--- src/include/lnb_regs_pkg.sv ---
// Constants for the regulator's control and status byte registers.
// Assumes a 125 MHz system clock and an I2C master on the far side.
// Function
// Control bit 5 switches the output on.
// Control bit 6 picks 500/700 mA limit.
// Control bit 7 gates the tone on.
// Control bit 3 picks low/high range.
// Control bit 4 enables overcurrent disable timer.
// Fault flags stay set until status read.
// Only power-low/output-off clear without read.
// Fault-free operation reads status as zero.
// Overtemperature sets bit 0, kills output.
// Ninth read clock resamples overtemperature condition.
// Timed-out overcurrent kills output, sets bit 1.
// Ninth read clock always clears overcurrent.
// Timer disabled: never set overcurrent flag.
// Status bits 2, 3, 6 reserved.
// Power-low flag with 85%/90% hysteresis.
// Output-off flag set at power-on, faults.
// Output-off flag alone raises no interrupt.
// Write leaving output enabled clears output-off.
// Undervoltage sets bit 7, kills output.
// Ninth read clock resamples undervoltage condition.
// Master re-reads status until fault clears.
// Interrupt on faults, power-up; read address clears.
// Control register powers up all zero.
// Control bits 0-2 trim level by 333 mV.
// One control byte per addressed write.
// Reserved status bits read as zero.
package lnb_regs_pkg;

  // ------------------------------------------------------------------
  // Bus address and field layout
  // ------------------------------------------------------------------
  localparam logic [4:0] ADDR_PREFIX   = 5'h02;   // Fixed upper address bits
  localparam int         CTL_TRIM_LO   = 0;       // Level trim field, 3 bits
  localparam int         CTL_RANGE     = 3;
  localparam int         CTL_OCT       = 4;
  localparam int         CTL_ENABLE    = 5;
  localparam int         CTL_CLIM      = 6;
  localparam int         CTL_TONE      = 7;
  localparam int         ST_THERMAL    = 0;
  localparam int         ST_OVERCUR    = 1;
  localparam int         ST_POWER_LOW  = 4;
  localparam int         ST_OUT_OFF    = 5;
  localparam int         ST_UNDERVOLT  = 7;

  // ------------------------------------------------------------------
  // Reset values
  // ------------------------------------------------------------------
  localparam logic [7:0] CTL_RESET     = 8'h00;   // All control off
  localparam logic       OUT_OFF_RESET = 1'b1;    // Output starts disabled
  localparam logic       UV_RESET      = 1'b1;    // Power-up flagged as UV

  // ------------------------------------------------------------------
  // Timing
  // ------------------------------------------------------------------
  localparam int CLK_PERIOD_NS  = 8;
  localparam int OC_DETECT_NS   = 2000;           // Overcurrent detection time
  localparam int OC_DETECT_CYC  = (OC_DETECT_NS + CLK_PERIOD_NS - 1) / CLK_PERIOD_NS;

endpackage : lnb_regs_pkg

--- src/verilog/lnb_control_status_regs.sv ---
// Control and status byte registers behind a two-wire serial slave.
// Assumes SCL/SDA/fault inputs are asynchronous pins; SDA and IRQ are
// open-drain with external pull-ups resolved outside.
module lnb_control_status_regs
  import lnb_regs_pkg::*;
#(
  parameter int OC_CYCLES = OC_DETECT_CYC,  // Overcurrent detection count
  parameter int OC_W      = 16              // Width of detection counter
) (
  input  wire logic       clk,
  input  wire logic       arst_n,
  input  wire logic       scl_i,            // Serial clock pin
  input  wire logic       sda_i,            // Serial data pin level
  output logic            sda_o,            // Always low when enabled
  output logic            sda_oe_n,         // Low while pulling SDA low
  output logic            irq_o,            // Always low when enabled
  output logic            irq_oe_n,         // Low while requesting
  input  wire logic [1:0] addr_sel,         // Low address bits strap
  input  wire logic       thermal_cond,     // Overtemperature detected
  input  wire logic       overcur_cond,     // Output in current limit
  input  wire logic       undervolt_cond,   // Input below lockout
  input  wire logic       below_85_cond,    // Output below 85% of target
  input  wire logic       within_90_cond,   // Output within 90% of target
  output logic [2:0]      level_trim,       // 333 mV trim steps
  output logic            range_select,
  output logic            overcurrent_timeout_enable,
  output logic            output_enable,    // Regulated output on
  output logic            current_limit_select,
  output logic            tone_gate
);

  // ------------------------------------------------------------------
  // Pin synchronisers
  // ------------------------------------------------------------------
  logic [8:0] pins_s;                       // Synchronised pin levels
  pin_sync #(
    .WIDTH   (9),
    .RST_VAL (32'h0000_0003)                // Bus lines idle high
  ) u_sync (
    .clk    (clk),
    .arst_n (arst_n),
    .d      ({addr_sel, within_90_cond, below_85_cond, undervolt_cond,
              overcur_cond, thermal_cond, sda_i, scl_i}),
    .q      (pins_s)
  );

  logic       scl_s, sda_s, therm_s, oc_s, uv_s, lo85_s, in90_s;
  logic [1:0] addr_s;
  assign scl_s   = pins_s[0];
  assign sda_s   = pins_s[1];
  assign therm_s = pins_s[2];
  assign oc_s    = pins_s[3];
  assign uv_s    = pins_s[4];
  assign lo85_s  = pins_s[5];
  assign in90_s  = pins_s[6];
  assign addr_s  = pins_s[8:7];

  // ------------------------------------------------------------------
  // Bus line edges and conditions
  // ------------------------------------------------------------------
  logic scl_q_r, sda_q_r;                   // Previous synchronised levels
  always_ff @(posedge clk or negedge arst_n) begin
    if (!arst_n) begin
      scl_q_r <= 1'b1;
      sda_q_r <= 1'b1;
    end else begin
      scl_q_r <= scl_s;
      sda_q_r <= sda_s;
    end
  end

  logic scl_rise, scl_fall, bus_start, bus_stop;
  assign scl_rise  = scl_s & ~scl_q_r;
  assign scl_fall  = ~scl_s & scl_q_r;
  assign bus_start = scl_s & scl_q_r & sda_q_r & ~sda_s;
  assign bus_stop  = scl_s & scl_q_r & ~sda_q_r & sda_s;

  // ------------------------------------------------------------------
  // Slave state
  // ------------------------------------------------------------------
  typedef enum logic [2:0] {
    S_IDLE, S_ADDR, S_ADDR_ACK, S_WR_DATA, S_WR_ACK, S_RD_DATA, S_RD_ACK,
    S_WAIT_STOP
  } slave_state_e;

  slave_state_e state_r;
  logic [3:0]   bit_cnt_r;                  // Rising SCL edges in a byte
  logic [7:0]   rx_r;                       // Received shift register
  logic [7:0]   tx_r;                       // Transmit shift register
  logic         rw_r;                       // Read requested
  logic         drive_low_r;                // Pull SDA low
  logic         master_ack_r;               // Master wants another byte
  logic         wr_done_r;                  // Control byte taken this frame
  logic [7:0]   ctrl_r;                     // Output control register
  logic [7:0]   status_byte;
  logic         addr_hit;

  assign addr_hit = (rx_r[7:1] == {ADDR_PREFIX, addr_s});

  // Status read acknowledge: the ninth rising clock of a read byte
  logic rd_resample;
  assign rd_resample = (state_r == S_RD_ACK) & scl_rise;

  // Address acknowledged for a read
  logic rd_addressed;
  assign rd_addressed = (state_r == S_ADDR) & scl_fall & (bit_cnt_r == 4'h8)
                      & addr_hit & rx_r[0];

  // ------------------------------------------------------------------
  // Byte framing and state sequencing
  // ------------------------------------------------------------------
  always_ff @(posedge clk or negedge arst_n) begin
    if (!arst_n) begin
      state_r   <= S_IDLE;
      bit_cnt_r <= 4'h0;
      rw_r      <= 1'b0;
    end else if (bus_start) begin
      state_r   <= S_ADDR;                  // Start restarts any transfer
      bit_cnt_r <= 4'h0;
    end else if (bus_stop) begin
      state_r   <= S_IDLE;
    end else if (scl_rise) begin
      bit_cnt_r <= bit_cnt_r + 4'h1;
    end else if (scl_fall) begin
      unique case (state_r)
        S_ADDR: begin
          if (bit_cnt_r == 4'h8) begin
            // Foreign address: stay silent until next start
            state_r <= addr_hit ? S_ADDR_ACK : S_IDLE;
            rw_r    <= rx_r[0];
          end
        end
        S_ADDR_ACK: begin
          state_r   <= rw_r ? S_RD_DATA : S_WR_DATA;
          bit_cnt_r <= 4'h0;
        end
        S_WR_DATA: begin
          if (bit_cnt_r == 4'h8) begin
            state_r <= S_WR_ACK;
          end
        end
        S_WR_ACK: begin
          state_r <= S_WAIT_STOP;
        end
        S_RD_DATA: begin
          if (bit_cnt_r == 4'h8) begin
            state_r <= S_RD_ACK;
          end
        end
        S_RD_ACK: begin
          // Master ack asks for another status byte
          state_r   <= master_ack_r ? S_RD_DATA : S_WAIT_STOP;
          bit_cnt_r <= 4'h0;
        end
        S_IDLE, S_WAIT_STOP: begin
          state_r <= state_r;
        end
      endcase
    end
  end

  // ------------------------------------------------------------------
  // Receive shifter and master acknowledge sample
  // ------------------------------------------------------------------
  always_ff @(posedge clk or negedge arst_n) begin
    if (!arst_n) begin
      rx_r         <= 8'h00;
      master_ack_r <= 1'b0;
    end else if (scl_rise) begin
      rx_r <= {rx_r[6:0], sda_s};
      if (state_r == S_RD_ACK) begin
        master_ack_r <= ~sda_s;
      end
    end
  end

  // ------------------------------------------------------------------
  // SDA drive: address/data acknowledge and read data
  // ------------------------------------------------------------------
  always_ff @(posedge clk or negedge arst_n) begin
    if (!arst_n) begin
      drive_low_r <= 1'b0;
      tx_r        <= 8'h00;
    end else if (bus_start || bus_stop) begin
      drive_low_r <= 1'b0;
    end else if (scl_fall) begin
      unique case (state_r)
        S_ADDR: begin
          drive_low_r <= (bit_cnt_r == 4'h8) & addr_hit;
        end
        S_ADDR_ACK: begin
          // Snapshot of status taken as the first byte starts
          tx_r        <= status_byte;
          drive_low_r <= rw_r & ~status_byte[7];
        end
        S_WR_DATA: begin
          drive_low_r <= (bit_cnt_r == 4'h8);
        end
        S_RD_DATA: begin
          if (bit_cnt_r == 4'h8) begin
            drive_low_r <= 1'b0;            // Free the line for master ack
          end else begin
            drive_low_r <= ~tx_r[6];
            tx_r        <= {tx_r[6:0], 1'b0};
          end
        end
        S_RD_ACK: begin
          // Flags were updated at the ninth rise, so this byte is fresh
          tx_r        <= status_byte;
          drive_low_r <= master_ack_r & ~status_byte[7];
        end
        S_IDLE, S_WR_ACK, S_WAIT_STOP: begin
          drive_low_r <= 1'b0;
        end
      endcase
    end
  end

  // ------------------------------------------------------------------
  // Control register write
  // ------------------------------------------------------------------
  always_ff @(posedge clk or negedge arst_n) begin
    if (!arst_n) begin
      ctrl_r    <= CTL_RESET;
      wr_done_r <= 1'b0;
    end else if (bus_start || bus_stop) begin
      wr_done_r <= 1'b0;
    end else if (scl_fall && state_r == S_WR_DATA && bit_cnt_r == 4'h8) begin
      ctrl_r    <= rx_r;                    // Only one byte per frame
      wr_done_r <= 1'b1;
    end
  end

  // ------------------------------------------------------------------
  // Overcurrent disable timer
  // ------------------------------------------------------------------
  logic [OC_W-1:0] oc_cnt_r;
  logic            out_on_r;                // Regulated output running
  logic            oc_trip;
  assign oc_trip = oc_s & ctrl_r[CTL_OCT] & out_on_r
                 & (oc_cnt_r == OC_W'(OC_CYCLES - 1));

  always_ff @(posedge clk or negedge arst_n) begin
    if (!arst_n) begin
      oc_cnt_r <= '0;
    end else if (oc_s && ctrl_r[CTL_OCT] && out_on_r && !oc_trip) begin
      oc_cnt_r <= oc_cnt_r + OC_W'(1);
    end else begin
      oc_cnt_r <= '0;                       // Timer off: limit indefinitely
    end
  end

  // ------------------------------------------------------------------
  // Fault events: rising conditions and timer trip
  // ------------------------------------------------------------------
  logic therm_q_r, uv_q_r;
  always_ff @(posedge clk or negedge arst_n) begin
    if (!arst_n) begin
      therm_q_r <= 1'b0;
      uv_q_r    <= 1'b0;
    end else begin
      therm_q_r <= therm_s;
      uv_q_r    <= uv_s;
    end
  end

  logic [2:0] fault_set, fault_cond, fault_flag;
  assign fault_set  = {uv_s & ~uv_q_r, oc_trip, therm_s & ~therm_q_r};
  assign fault_cond = {uv_s, oc_s, therm_s};

  logic any_fault;
  assign any_fault = |fault_set;

  // ------------------------------------------------------------------
  // Sticky fault flags: thermal, overcurrent, undervoltage
  // ------------------------------------------------------------------
  genvar gi;
  generate
    for (gi = 0; gi < 3; gi++) begin : g_fault
      fault_latch #(
        .RST_VAL     ((gi == 2) ? UV_RESET : 1'b0),
        .KEEP_ACTIVE ((gi == 1) ? 1'b0 : 1'b1)  // Overcurrent always clears
      ) u_flag (
        .clk      (clk),
        .arst_n   (arst_n),
        .set_evt  (fault_set[gi]),
        .resample (rd_resample),
        .cond     (fault_cond[gi]),
        .flag     (fault_flag[gi])
      );
    end
  endgenerate

  // ------------------------------------------------------------------
  // Output on/off and output-off flag
  // ------------------------------------------------------------------
  logic out_off_r;
  logic wr_end;
  assign wr_end = bus_stop & wr_done_r;

  always_ff @(posedge clk or negedge arst_n) begin
    if (!arst_n) begin
      out_on_r  <= 1'b0;
      out_off_r <= OUT_OFF_RESET;
    end else if (any_fault) begin
      out_on_r  <= 1'b0;                    // Fault wins over a write
      out_off_r <= 1'b1;
    end else if (wr_end) begin
      out_on_r  <= ctrl_r[CTL_ENABLE];
      out_off_r <= ~ctrl_r[CTL_ENABLE];
    end
  end

  // ------------------------------------------------------------------
  // Power-low flag with hysteresis
  // ------------------------------------------------------------------
  logic power_low_r;
  always_ff @(posedge clk or negedge arst_n) begin
    if (!arst_n) begin
      power_low_r <= 1'b0;
    end else if (!out_on_r) begin
      power_low_r <= 1'b0;                  // Only judged while enabled
    end else if (lo85_s) begin
      power_low_r <= 1'b1;
    end else if (in90_s) begin
      power_low_r <= 1'b0;
    end
  end

  // Reserved positions fixed at zero; all zero when healthy
  always_comb begin
    status_byte               = 8'h00;
    status_byte[ST_THERMAL]   = fault_flag[0];
    status_byte[ST_OVERCUR]   = fault_flag[1];
    status_byte[ST_POWER_LOW] = power_low_r;
    status_byte[ST_OUT_OFF]   = out_off_r;
    status_byte[ST_UNDERVOLT] = fault_flag[2];
  end

  // ------------------------------------------------------------------
  // Interrupt request: faults and power-up only
  // ------------------------------------------------------------------
  logic irq_r;
  always_ff @(posedge clk or negedge arst_n) begin
    if (!arst_n) begin
      irq_r <= 1'b1;                        // Power-up request
    end else if (any_fault) begin
      irq_r <= 1'b1;                        // Output-off changes excluded
    end else if (rd_addressed) begin
      irq_r <= 1'b0;
    end
  end

  // ------------------------------------------------------------------
  // Pin and control outputs, all from flops
  // ------------------------------------------------------------------
  logic pin_low_r;                          // Open-drain data value
  always_ff @(posedge clk or negedge arst_n) begin
    if (!arst_n) begin
      pin_low_r <= 1'b0;
    end else begin
      pin_low_r <= 1'b0;
    end
  end

  assign sda_o                      = pin_low_r;
  assign irq_o                      = pin_low_r;
  assign sda_oe_n                   = ~drive_low_r;
  assign irq_oe_n                   = ~irq_r;
  assign level_trim                 = ctrl_r[CTL_TRIM_LO +: 3];
  assign range_select               = ctrl_r[CTL_RANGE];
  assign overcurrent_timeout_enable = ctrl_r[CTL_OCT];
  assign output_enable              = out_on_r;
  assign current_limit_select       = ctrl_r[CTL_CLIM];
  assign tone_gate                  = ctrl_r[CTL_TONE];

endmodule // lnb_control_status_regs

--- src/verilog/pin_sync.sv ---
// Two-flop synchroniser for a group of pin levels.
// Assumes inputs are asynchronous levels; only q is read downstream.
module pin_sync #(
  parameter int          WIDTH   = 1,
  parameter logic [31:0] RST_VAL = 32'h0000_0000
) (
  input  wire logic             clk,
  input  wire logic             arst_n,
  input  wire logic [WIDTH-1:0] d,
  output logic      [WIDTH-1:0] q
);

  logic [WIDTH-1:0] meta_r;  // First stage, read only by q

  // ------------------------------------------------------------------
  // Two stages, constant reset value
  // ------------------------------------------------------------------
  always_ff @(posedge clk or negedge arst_n) begin
    if (!arst_n) begin
      meta_r <= RST_VAL[WIDTH-1:0];
      q      <= RST_VAL[WIDTH-1:0];
    end else begin
      meta_r <= d;
      q      <= meta_r;
    end
  end

endmodule // pin_sync

--- src/verilog/fault_latch.sv ---
// Sticky fault flag with resample at the status-read acknowledge.
// Assumes set and resample are one-cycle pulses on clk.
module fault_latch #(
  parameter logic RST_VAL     = 1'b0,
  parameter logic KEEP_ACTIVE = 1'b1   // Resample keeps flag while cond holds
) (
  input  wire logic clk,
  input  wire logic arst_n,
  input  wire logic set_evt,
  input  wire logic resample,
  input  wire logic cond,
  output logic      flag
);

  // ------------------------------------------------------------------
  // Set wins; only a read resample may clear
  // ------------------------------------------------------------------
  always_ff @(posedge clk or negedge arst_n) begin
    if (!arst_n) begin
      flag <= RST_VAL;
    end else if (set_evt) begin
      flag <= 1'b1;
    end else if (resample) begin
      flag <= KEEP_ACTIVE & cond;
    end
  end

endmodule // fault_latch

--- config.mk ---
export PLATFORM = sky130hd
export DESIGN_NAME = lnb_control_status_regs
export DESIGN_NICKNAME = d
export VERILOG_FILES = /design/src/include/lnb_regs_pkg.sv /design/src/verilog/lnb_control_status_regs.sv /design/src/verilog/pin_sync.sv /design/src/verilog/fault_latch.sv
export SDC_FILE = /design/constraint.sdc
export NUM_CORES = 1
export LEC_CHECK = 0
export BUFFER_PORTS_ARGS = -buffer_cell sky130_fd_sc_hd__buf_2
export CAP_MARGIN = 20
export CELL_PAD_IN_SITES_DETAIL_PLACEMENT = 1
export CELL_PAD_IN_SITES_GLOBAL_PLACEMENT = 1
export CORE_ASPECT_RATIO = 1.1
export CORE_UTILIZATION = 25
export DETAILED_ROUTE_END_ITERATION = 16
export PLACE_DENSITY_LB_ADDON = 0.2
export SYNTH_ARGS = -nofsm -noshare
export SYNTH_HDL_FRONTEND = slang
export SYNTH_SLANG_ARGS = --single-unit
--- constraint.sdc ---
create_clock -name clk -period 5.3 [get_ports clk]
set_input_delay 0.795 -clock clk [delete_from_list [all_inputs] [get_ports clk]]
set_output_delay 0.795 -clock clk [all_outputs]
set_load 0.02 [all_outputs]
After elaboration in Yosys (flattened, before gate mapping) --
Index checks and enable logic that the tools add are counted.
Word-level totals: bits in registers 79, memories 0, output and inout bits 12, bits in read-only memories 0, logic and storage cells 148, memory bits (writable) 0, bits of input ports 11, latch bits 0
Operators by class: div/mod/pow operators 0, mux-type cells 40, eq/ne operators 18, shift operators 0, bitwise gates (word level) 36, reductions and logical operators 29, add/subtract/negate cells 2, multiply operators 0, $lt $le $gt $ge 0
Operators with widths (count):
- 3-bit two-way mux | 8
- 1-bit bitwise AND | 21
- 1-bit two-way mux | 20
- 4-bit two-way mux | 5
- 3-bit one-hot mux with 6 select lines | 1
- 16-bit by 1-bit adder with 16-bit output (second input constant) | 1
- 16-bit by 8-bit equality test with 1-bit output (second input constant) | 1
- 16-bit two-way mux | 1
- 2-bit nonzero test | 8
- 1-bit inverter | 15
- 7-bit one-hot mux with 2 select lines | 1
- 3-bit equality test (second input constant) | 4
- 6-bit AND reduction | 2
- 3-bit nonzero test | 3
- 4-bit inequality test (second input constant) | 2
- 7-bit by 4-bit equality test with 1-bit output | 1
- 7-bit two-way mux | 1
- 3-bit by 2-bit equality test with 1-bit output (second input constant) | 2
- 3-bit by 1-bit inequality test with 1-bit output (second input constant) | 2
- 1-bit one-hot mux with 6 select lines | 1
- 3-bit OR reduction | 2
- 1-bit logical AND | 5
- 4-bit by 1-bit adder with 4-bit output (second input constant) | 1
- 4-bit equality test (second input constant) | 1
- other kinds (12) | 16

Depth between registers and ports, before layout --
Gate-level depths: netlist of run 1.
word-level depth 8, mapped depth 8, depth with buffers taken out 6

Hierarchy --
A second synthesis of run 1 with hierarchy kept.
Second synthesis, totals: cells, all modules 309, area total of the unflattened synthesis 3569.7 µm²
Modules (own cells, without submodules):
- lnb_control_status_regs | times used 1, seq. area each 1456.4 µm², cells each 282, area each 2996.6 µm²
- pin_sync | times used 1, seq. area each 455.4 µm², cells each 18, area each 455.4 µm²
- fault_latch at g_fault[2].u_flag | times used 1, seq. area each 26.3 µm², cells each 3, area each 41.3 µm²
- fault_latch at g_fault[0].u_flag | times used 1, seq. area each 25.0 µm², cells each 3, area each 40.0 µm²
- fault_latch at g_fault[1].u_flag | times used 1, seq. area each 25.0 µm², cells each 3, area each 36.3 µm²

Least setup slack after synthesis of run 1 --
No wires, ideal clock.
path type reg-to-reg, start point reg oc_cnt_r[12], end point reg out_on_r (netlist: output_enable), cell stages (with the launch flop) 5, slack 3274 ps, data required time 5180 ps, setup time 120 ps, period minus slack after synthesis 2026 ps, arrival time 1907 ps, path buffers 0, cells stage by stage dfrtp_1 or4_1 or4_4 or3_4 and3_1
On the way: word-level cells in the longest chain between the ends 4, elaborated cells on any way between the ends 5, those cells by class eq/ne (1); mux (1); bitwise (1); reduce/logical (2)
RTL lines:
- start, declared | RTL line lnb_control_status_regs.sv:237 | logic [OC_W-1:0] oc_cnt_r;
- start signal, assigned | RTL line lnb_control_status_regs.sv:247 | oc_cnt_r <= oc_cnt_r + OC_W'(1);
- 16-bit by 8-bit equality test with 1-bit output * | RTL line lnb_control_status_regs.sv:241 | & (oc_cnt_r == OC_W'(OC_CYCLES - 1));
- 1-bit bitwise AND * | RTL line lnb_control_status_regs.sv:241
- 3-bit OR reduction * | RTL line lnb_control_status_regs.sv:272 | assign any_fault = |fault_set;
- 1-bit two-way mux / 2-bit nonzero test (equally long branches)
- end signal, assigned | RTL line lnb_control_status_regs.sv:309 | out_on_r <= ctrl_r[CTL_ENABLE];
- end, declared | RTL line lnb_control_status_regs.sv:238 | logic out_on_r;
Every way passes the cells marked *; elsewhere a longest branch is shown, timed or not. A chain may end at the register's enable or synchronous reset.

Final worst setup path of run 1 --
start point reg u_sync.q[0], end point reg bit_cnt_r[1]
On the way: elaborated cells on any way between the ends 15, those cells by class eq/ne (1); mux (3); bitwise (8); reduce/logical (3)
RTL lines:
- start, declared | RTL line pin_sync.sv:10 | output logic [WIDTH-1:0] q
- start signal, assigned | RTL line pin_sync.sv:21 | q <= RST_VAL[WIDTH-1:0];
- start signal, assigned | RTL line pin_sync.sv:24 | q <= meta_r;
- 1-bit bitwise AND * | RTL line lnb_control_status_regs.sv:73 | assign scl_rise = scl_s & ~scl_q_r;
- named net scl_rise | RTL line lnb_control_status_regs.sv:72 | logic scl_rise, scl_fall, bus_start, bus_stop;
- 4-bit two-way mux | RTL line lnb_control_status_regs.sv:122 | end else if (scl_rise) begin
- 4-bit two-way mux | RTL line lnb_control_status_regs.sv:120 | end else if (bus_stop) begin
- 4-bit two-way mux | RTL line lnb_control_status_regs.sv:117 | end else if (bus_start) begin
- end signal, assigned | RTL line lnb_control_status_regs.sv:123 | bit_cnt_r <= bit_cnt_r + 4'h1;
- end, declared | RTL line lnb_control_status_regs.sv:87 | logic [3:0] bit_cnt_r;
The timed path passes the listed nets; every way through them passes the cells marked *. The select of a mux whose other input is x is not followed.

==> impl_metrics.toml, run 1 <==
[status]
status = "finished clean"

[pwr]
power.leakage_uw = 0.00181
vdd_drop_max_mv = 0.157
power_density_nw_per_um2 = 379

[finish]
design_area_sq_um = 4110
layout_common_cells = "dfrtp_1, mux2_2, nand2_1"
final_util_pct = 30.6
drive_above_1_share_pct = 23.0
nets = 336
layout_commonest_cell = "dfrtp_1"
area_delta_synth_final_pct = 17.8
diodes = 0

[synth]
synth_edf_count = 0
synth_top_cell_area_share_pct = 50.2
synth-simple-area-share_pct = 14.2
synth_seq_area_share_pct = 57.0
ys.warnings.count = 0
synth.area.mux_share_pct = 9.43
syn_area_sq_um = 3490
syn_area_per_cell_sq_um = 11.7
synth_top_cells_by_area = "dfrtp_1, mux2_2, dfstp_2"
synth.distinct_cells = 53
synth-compound-area-share_pct = 8.54
synthArstFlopShare_pct = 100
yosys.area_share.adder_pct = 2.87
synthXorXnorAreaFrac_pct = 3.52
synth_top_family_by_area = "simple AND/OR/NAND/NOR gates"
syn_inst = 299
synth-main-ff-cell = "dfrtp_1"
ys_ff_latch = 79
synth_top_area_cell = "dfrtp_1"

[placed_design]
port_buffers = 20
placed_area_sq_um = 3750
place.gp.congestion = 0.739
dp_hpwl_microns = 4940

[hold_path]
hp-class = "reg -> reg"

[sta]
finalCritPeriodShare_pct = 44.7
slew_viol_final = 0
timing.fmax_mhz = 422
rsz0062_at_grt = "false"
maxSlewHeadroom_pct = 52.1
tightest_slew_ns = 0.718
finalHoldViolCount = 0
clock_skew_ns = 0.00534
finalSetupViolations = 0
finalCriticalPeriod_ns = 2.37
tns_ns = 0

[die]
initial_core_util_pct = 26.0
row_count = 44
io_pins = 23
dieHeight_microns = 126
dieArea_sq_um = 14400
coreArea_sq_um = 13400
die_w_microns = 115

[critical_path]
start_kind = "register"
cp.buffers_inverters = 1
crit_path_end_kind = "register"
critPathSlowestCell = "ha_1"
critPathMaxFanout = 18
critical_path_required_ns = 5.50
crit_type = "reg -> reg"
crit_chain = "ha_1, inv_1, a221oi_1, o22ai_1, mux2i_1"
slowest_delay_ns = 0.63
cp_top_family = "compound AO/OA/AOI/OAI gates"
reg2reg_slack_ns = 2.93
worstPathArrival_ns = 2.57

[clocking]
htreeDepth = 3
cts_hold_buf = 0
clockRootBuffer = "clkbuf_16"
cts_sinks = 79
post_cts.repair.setup_buffers = 0
cts_tree = "done"
cts_resized = 0
numCtsBuffers = 9
clockBufferDepth = 2
clock_latency_ns = 0.34
cts.clk_slew.worst_paths_ns = 0.06

[flow_run]
maxCapViolations = 0

[global_route]
grt_overflow = 0
grt_pass1_vias = 2533
grt_max_degree = 80
grt_usage_pct = 11.3
antenna_found_initial = 0
grt_pass1_wl_microns = 12600

[drt]
vias_per_cell = 4.51
dr.pass1.iters = 2
routed_wl_microns = 7180
vias = 2281
postRouteAntennaNets = 0
drt_iter0_drc = 73
wl_per_cell_microns = 14.2
drc = 0
stage by stage:
stage	power (uW)	hold slack, ns	worst slack [ns]	instances
after CTS	1590	0.350	2.92	505
after global routing	1630	0.354	2.66	506
after global placement	874	0.336	2.98	489
after detailed placement	876	0.336	2.92	489
final	1560	0.347	2.93	506
after floorplan	820	0.331	3.27	300
report_power, final:
part / total [uW] / internal (uW) / leakage [uW] / switching, uW
registers: 711 / 656 / 0.00101 / 55.7
logic: 150 / 74.4 / 0.000633 / 75.6
clock network: 697 / 443 / 0.000168 / 254
total: 1560 / 1170 / 0.00181 / 385
cells by family (layout without fill, tap and decap cells):
logic type                 count (synthesis)  count (layout)
adders and majority gates                  8               8
AOI/OAI and AO/OA                         40              40
and+or+nand+nor                           93              93
DFF                                       79              79
xor gates and xnor gates                  14              14
other                                      1               2
buffers and inverters                     34              56
muxes                                     30              30
worst register-to-register path, delay by kind of cell, from the launching register on:
kind	cells	cell delay (ns)
AOI/OAI and AO/OA	2	0.71
buffers and inverters	1	0.18
adders and majority gates	1	0.63
DFF	1	0.56
muxes	1	0.17
routing by layer:
| layer | vias up | part of all wire, % | wire length (microns) | track usage [%] |
|---|---|---|---|---|
| li1 | 1081 | - | - | - |
| met1 | 1170 | 47 | 3370 | 14.2 |
| met2 | 21 | 49 | 3530 | 18.4 |
| met3 | 9 | 2.4 | 172 | 2.84 |
| met4 | 0 | 1.5 | 109 | 4.66 |
| met5 | - | 0 | 0 | 0 |
sequential cells by signal (all words and copies together), names as in the netlist:
signal / count
oc_cnt_r: 16
u_sync.meta_r: 9
u_sync.q: 9
ctrl_r: 8
rx_r: 8
tx_r: 7
bit_cnt_r: 4
g_fault.u_flag.flag: 3
state_r: 3
drive_low_r: 1
irq_r: 1
master_ack_r: 1
out_off_r: 1
output_enable: 1
power_low_r: 1
rw_r: 1
scl_q_r: 1
sda_q_r: 1
therm_q_r: 1
uv_q_r: 1
wr_done_r: 1
worst paths after layout:
path                            cells after the start             start                     end
min in group asynchronous                           1            arst_n                    rw_r
worst min register to register                      0  u_sync.meta_r[5]             u_sync.q[5]
max in group asynchronous                           2            arst_n  g_fault[2].u_flag.flag
worst max register to register                      5       u_sync.q[0]            bit_cnt_r[1]
worst max-delay path                                5       u_sync.q[0]            bit_cnt_r[1]
worst min-delay path                                0  u_sync.meta_r[5]             u_sync.q[5]
synthesized netlist by cell type, types with 3 or more instances:
cell type and count:
dfrtp_1 70, or4_1 4, nand3_1 13, xnor2_1 11, nand2_1 20, nand4_1 3
nor2_1 19, buf_4 6, clkbuf_1 9, dfstp_2 9, or3_1 5, mux2_2 23
nor2b_1 4, xor2_1 3, a21oi_1 7, ha_1 8, inv_1 19, mux2i_1 7
o21ai_0 5, nand4b_1 3, nand3b_1 3, nor4_1 4, and3_1 4
final cells by class:
| type | count | area, sq um |
|---|---|---|
| fillers | 1524 | 9330 |
| clock inverters | 5 | 88.8 |
| flip-flops and latches | 79 | 1990 |
| well taps | 184 | 230 |
| inverters | 19 | 71.3 |
| repair buffers | 21 | 123 |
| multi-input cells | 187 | 1350 |
| clock buffers | 11 | 253 |
Note: power is estimated with default switching activity, not from simulation.
==> run 2: changes to the inputs <==
Clock period 5.3 ns to 2.3 ns, I/O delays scaled along.
==> run 2 against run 1 <==
Fmax increased by 14%; clock skew is essentially flat; register-to-register slack lost 2.7 ns; critical path type unchanged; the run now ends with hold timing left.
==> impl_metrics.toml, run 2 (synthesized netlist as in run 1, its figures left out) <==
[drt]
dr.pass1.iters = 4
postRouteAntennaNets = 0
routed_wl_microns = 7390
vias_per_cell = 4.50
drt_iter0_drc = 70
wl_per_cell_microns = 14.5
vias = 2297
drc = 0

[critical_path]
crit_path_end_kind = "register"
critPathMaxFanout = 4
crit_type = "reg -> reg"
critical_path_required_ns = 2.53
start_kind = "register"
worstPathArrival_ns = 2.32

[clocking]
clockBufferDepth = 2
numCtsBuffers = 9
htreeDepth = 3
post_cts.repair.setup_buffers = 0
clock_latency_ns = 0.34
cts_sinks = 79
clockRootBuffer = "clkbuf_16"
cts.clk_slew.worst_paths_ns = 0.06
cts_tree = "done"
cts_resized = 0
cts_hold_buf = 0

[sta]
final.setup.worst_slack_ns = 0.218
rsz0062_at_grt = "false"
tightest_slew_ns = 0.553
tns_ns = 0
finalCriticalPeriod_ns = 2.08
maxSlewHeadroom_pct = 63.1
slew_viol_final = 0
finalHoldViolCount = 11
finalSetupViolations = 0
finalCritPeriodShare_pct = 90.5
clock_skew_ns = 0.00510
timing.hold.ws_ns = -0.00800
timing.fmax_mhz = 480

[global_route]
grt_max_degree = 41
grt_pass1_vias = 2408
antenna_found_initial = 0
grt_usage_pct = 11.8
grt_pass1_wl_microns = 12800
grt_overflow = 0

[die]
die_w_microns = 115
row_count = 44
coreArea_sq_um = 13400
dieArea_sq_um = 14400
io_pins = 23
dieHeight_microns = 126
initial_core_util_pct = 26.0

[finish]
layout_common_cells = "dfrtp_1, mux2_2, nand2_1"
layout_commonest_cell = "dfrtp_1"
nets = 341
final_util_pct = 30.8
largest-register = "oc_cnt_r"
largest_reg_flops = 16
area_delta_synth_final_pct = 18.5
seq_area_sq_um = 1990
drive_above_1_share_pct = 24.2
top_regs = "oc_cnt_r x16, u_sync.meta_r x9, u_sync.q x9"
multi_input_area_sq_um = 1350
diodes = 0
num-fill-cells = 1510

[pwr]
total_power_uw = 3580
vdd_drop_max_mv = 0.315
power.leakage_uw = 0.00183
power_density_nw_per_um2 = 865

[placed_design]
dp_hpwl_microns = 5150
place_ws_ns = 0.206
port_buffers = 20
place.gp.congestion = 0.756

[status]
status = "complete, but fails checks"
violations = "hold timing"

[flow_run]
maxCapViolations = 0

[hold_path]
hp-class = "in -> async"
## run 2: cell types whose count changed in the layout (fill, tap and decap cells not counted)
cell | before | now
inv_6 | 0 | 2
inv_8 | 1 | 0
clkinv_2 | 0 | 1
clkbuf_8 | 2 | 1
clkinvlp_4 | 0 | 1
clkinv_4 | 2 | 0
buf_4 | 1 | 6
## run 2: where the power goes
part	internal [uW]	switching, uW	leakage (uW)
registers	1510	128	0.00101
logic	180	180	0.000656
clock network	986	592	0.000159
total	2680	899	0.00183
## run 2: worst paths after layout
kind	from	slack (ns)	to	cells past startpoint
max	oc_cnt_r[12]	0.22	output_enable	4
min	arst_n	-0.008	state_r[1]	1
max reg2reg	oc_cnt_r[12]	0.22	output_enable	4
min reg2reg	u_sync.meta_r[7]	0.35	u_sync.q[7]	0
max in group asynchronous	arst_n	1.66	sda_q_r	2
min in group clk	scl_i	0.10	u_sync.meta_r[0]	1
## run 2: layout make-up
cell class / instances / share of cell area, %
sequential: 79 / 48.1
multi-input combinational: 187 / 32.8
clock buffer: 10 / 5.78
tap: 184 / 5.57
timing repair buffer: 26 / 3.88
clock inverter: 6 / 2.18
inverter: 19 / 1.73
## run 2: critical path, stage by stage, from the launching register on
cell and delay (ns):
dfrtp_1 0.41, or4_1 0.53, or4_4 0.53, or3_4 0.36, and3_1 0.15
## run 2: metrics by stage
stage	instance area [sq um]	instances
after floorplan	3490	300
after detailed placement	3800	495
after global routing	4130	511
after global placement	3800	495
final	4130	511
after CTS	4130	511
## run 2: routing by layer
metal  track usage [%]  routed length (microns)  vias up
met5                 0                        0        -
met1              15.8                     3570     1167
met4              5.27                      164        0
met2              17.3                     3450       21
met3              3.80                      196       11
li1                  -                        -     1098
==> run 3: changes to the inputs <==
Settings changed: CORE_UTILIZATION 25 to 41, GPL_TIMING_DRIVEN set to 1.
==> run 3 against run 2 <==
The run now ends clean; core utilization up 18 points; combinational power about the same; power down 12%; flip-flop and latch count unchanged; clock power down 27%; first-iteration DRC count up 8.6%; sequential power about the same; register-to-register slack worse by 0.02 ns; clock-buffer cell count unchanged; via count down 0.57%; critical endpoint unchanged; critical path type unchanged.
==> impl_metrics.toml, run 3 (synthesized netlist as in run 1, its figures left out) <==
[status]
status = "finished clean"

[die]
initial_core_util_pct = 43.2
dieHeight_microns = 98.7
row_count = 34
coreArea_sq_um = 8080
io_pins = 23
die_w_microns = 89.9
dieArea_sq_um = 8880

[pwr]
power.leakage_uw = 0.00178
power_density_nw_per_um2 = 799
vdd_drop_max_mv = 0.453

[critical_path]
crit_path_end_kind = "register"
worstPathArrival_ns = 2.35
start_kind = "register"
reg2reg_slack_ns = 0.20
critical_path_required_ns = 2.55
reg2regPathDepth = 4
critPathMaxFanout = 6
crit_type = "reg -> reg"

[finish]
nets = 343
diodes = 0
layout_common_cells = "dfrtp_1, mux2_2, nand2_1"
area_delta_synth_final_pct = 13.1
layout_commonest_cell = "dfrtp_1"
top_regs = "oc_cnt_r x16, u_sync.meta_r x9, u_sync.q x9"
drive_above_1_share_pct = 24.0
largest-register = "oc_cnt_r"
largest_reg_flops = 16

[placed_design]
port_buffers = 20
dp_hpwl_microns = 4670
place.gp.congestion = 0.772
place_ws_ns = 0.208

[flow_run]
maxCapViolations = 0

[sta]
finalSetupViolations = 0
clock_skew_ns = 0.00768
rsz0062_at_grt = "false"
finalHoldViolCount = 0
finalCritPeriodShare_pct = 91.4
slew_viol_final = 0
tns_ns = 0
timing.fmax_mhz = 476
finalCriticalPeriod_ns = 2.10
final.setup.worst_slack_ns = 0.198

[clocking]
clock_latency_ns = 0.35
htreeDepth = 3
cts_tree = "done"
clockBufferDepth = 2
numCtsBuffers = 9
cts.clk_slew.worst_paths_ns = 0.08
cts_sinks = 79
clockRootBuffer = "clkbuf_8"
post_cts.repair.setup_buffers = 0

[global_route]
grt_pass1_vias = 2430
grt_usage_pct = 17.0
grt_overflow = 0
antenna_found_initial = 0
grt_pass1_wl_microns = 11800
grt_max_degree = 46

[drt]
drc = 0
drt_iter0_drc = 76
wl_per_cell_microns = 15.5
vias = 2284
postRouteAntennaNets = 0
dr.pass1.iters = 4
routed_wl_microns = 6780
vias_per_cell = 5.23

[hold_path]
hp-class = "in -> reg"
hold_depth = 1
==> run 3: cell count changes in the layout (fill, tap and decap cells not counted) <==
| cell | delta |
|---|---|
| buf_4 | +1 |
| clkbuf_1 | +1 |
| clkbuf_16 | -9 |
| clkbuf_8 | +8 |
| dlygate4sd3_1 | +1 |
| inv_6 | -1 |
| inv_8 | +1 |
==> run 3: report_power, final <==
group	internal (uW)	leakage (uW)	switching (uW)
Combinational	179	0.000663	177
Sequential	1510	0.00101	132
Clock	621	0.000109	534
Total	2310	0.00178	844
==> run 3: path summary, 6_finish.rpt <==
path / start / to
worst min register to register: u_sync.meta_r[7] / u_sync.q[7]
max in group asynchronous: arst_n / u_sync.q[1]
worst min-delay path: scl_i / u_sync.meta_r[0]
worst max register to register: oc_cnt_r[8] / output_enable
min in group asynchronous: arst_n / state_r[0]
worst max-delay path: oc_cnt_r[8] / output_enable
==> run 3: cell type report <==
class | count | area [sq um]
Multi-Input combinational cell | 187 | 1350
Clock inverter | 6 | 92.6
Timing Repair Buffer | 28 | 178
Tap cell | 108 | 135
Inverter | 19 | 71.3
Clock buffer | 10 | 128
Sequential cell | 79 | 1990
Fill cell | 885 | 4140
==> run 3: metrics by stage <==
step	instances	hold WS, ns	power [uW]	utilization, %	instance area [sq um]
after floorplan	300	0.0494	1890	-	3490
after global placement	420	0.328	2000	46.0	3720
after detailed placement	420	0.326	2020	46.0	3720
after CTS	437	0.0703	3190	48.8	3950
after global routing	437	0.0626	3300	48.8	3950
final	437	0.0858	3150	48.8	3950
==> run 3: critical path, cell delays in order, from the launching register on <==
cell and delay (ns):
dfrtp_1 0.44, or4_1 0.52, or4_4 0.53, or3_4 0.36, and3_1 0.15
==> run 3: repair_timing <==
action / in CTS / in global routing
hold buffers: 1 / 0
hold endpoints to repair: 31 / 0
gates resized for setup: 0 / 0
setup endpoints to repair: 0 / 0
==> run 3: routing by layer <==
metal | vias to the layer above | global-route usage (%) | wire (microns) | part of all wire (%)
met5 | - | 0 | 0 | 0
met2 | 30 | 27.3 | 3110 | 46
li1 | 1090 | - | - | -
met3 | 11 | 3.16 | 185 | 2.7
met4 | 0 | 6.58 | 104 | 1.5
met1 | 1153 | 23.0 | 3380 | 50
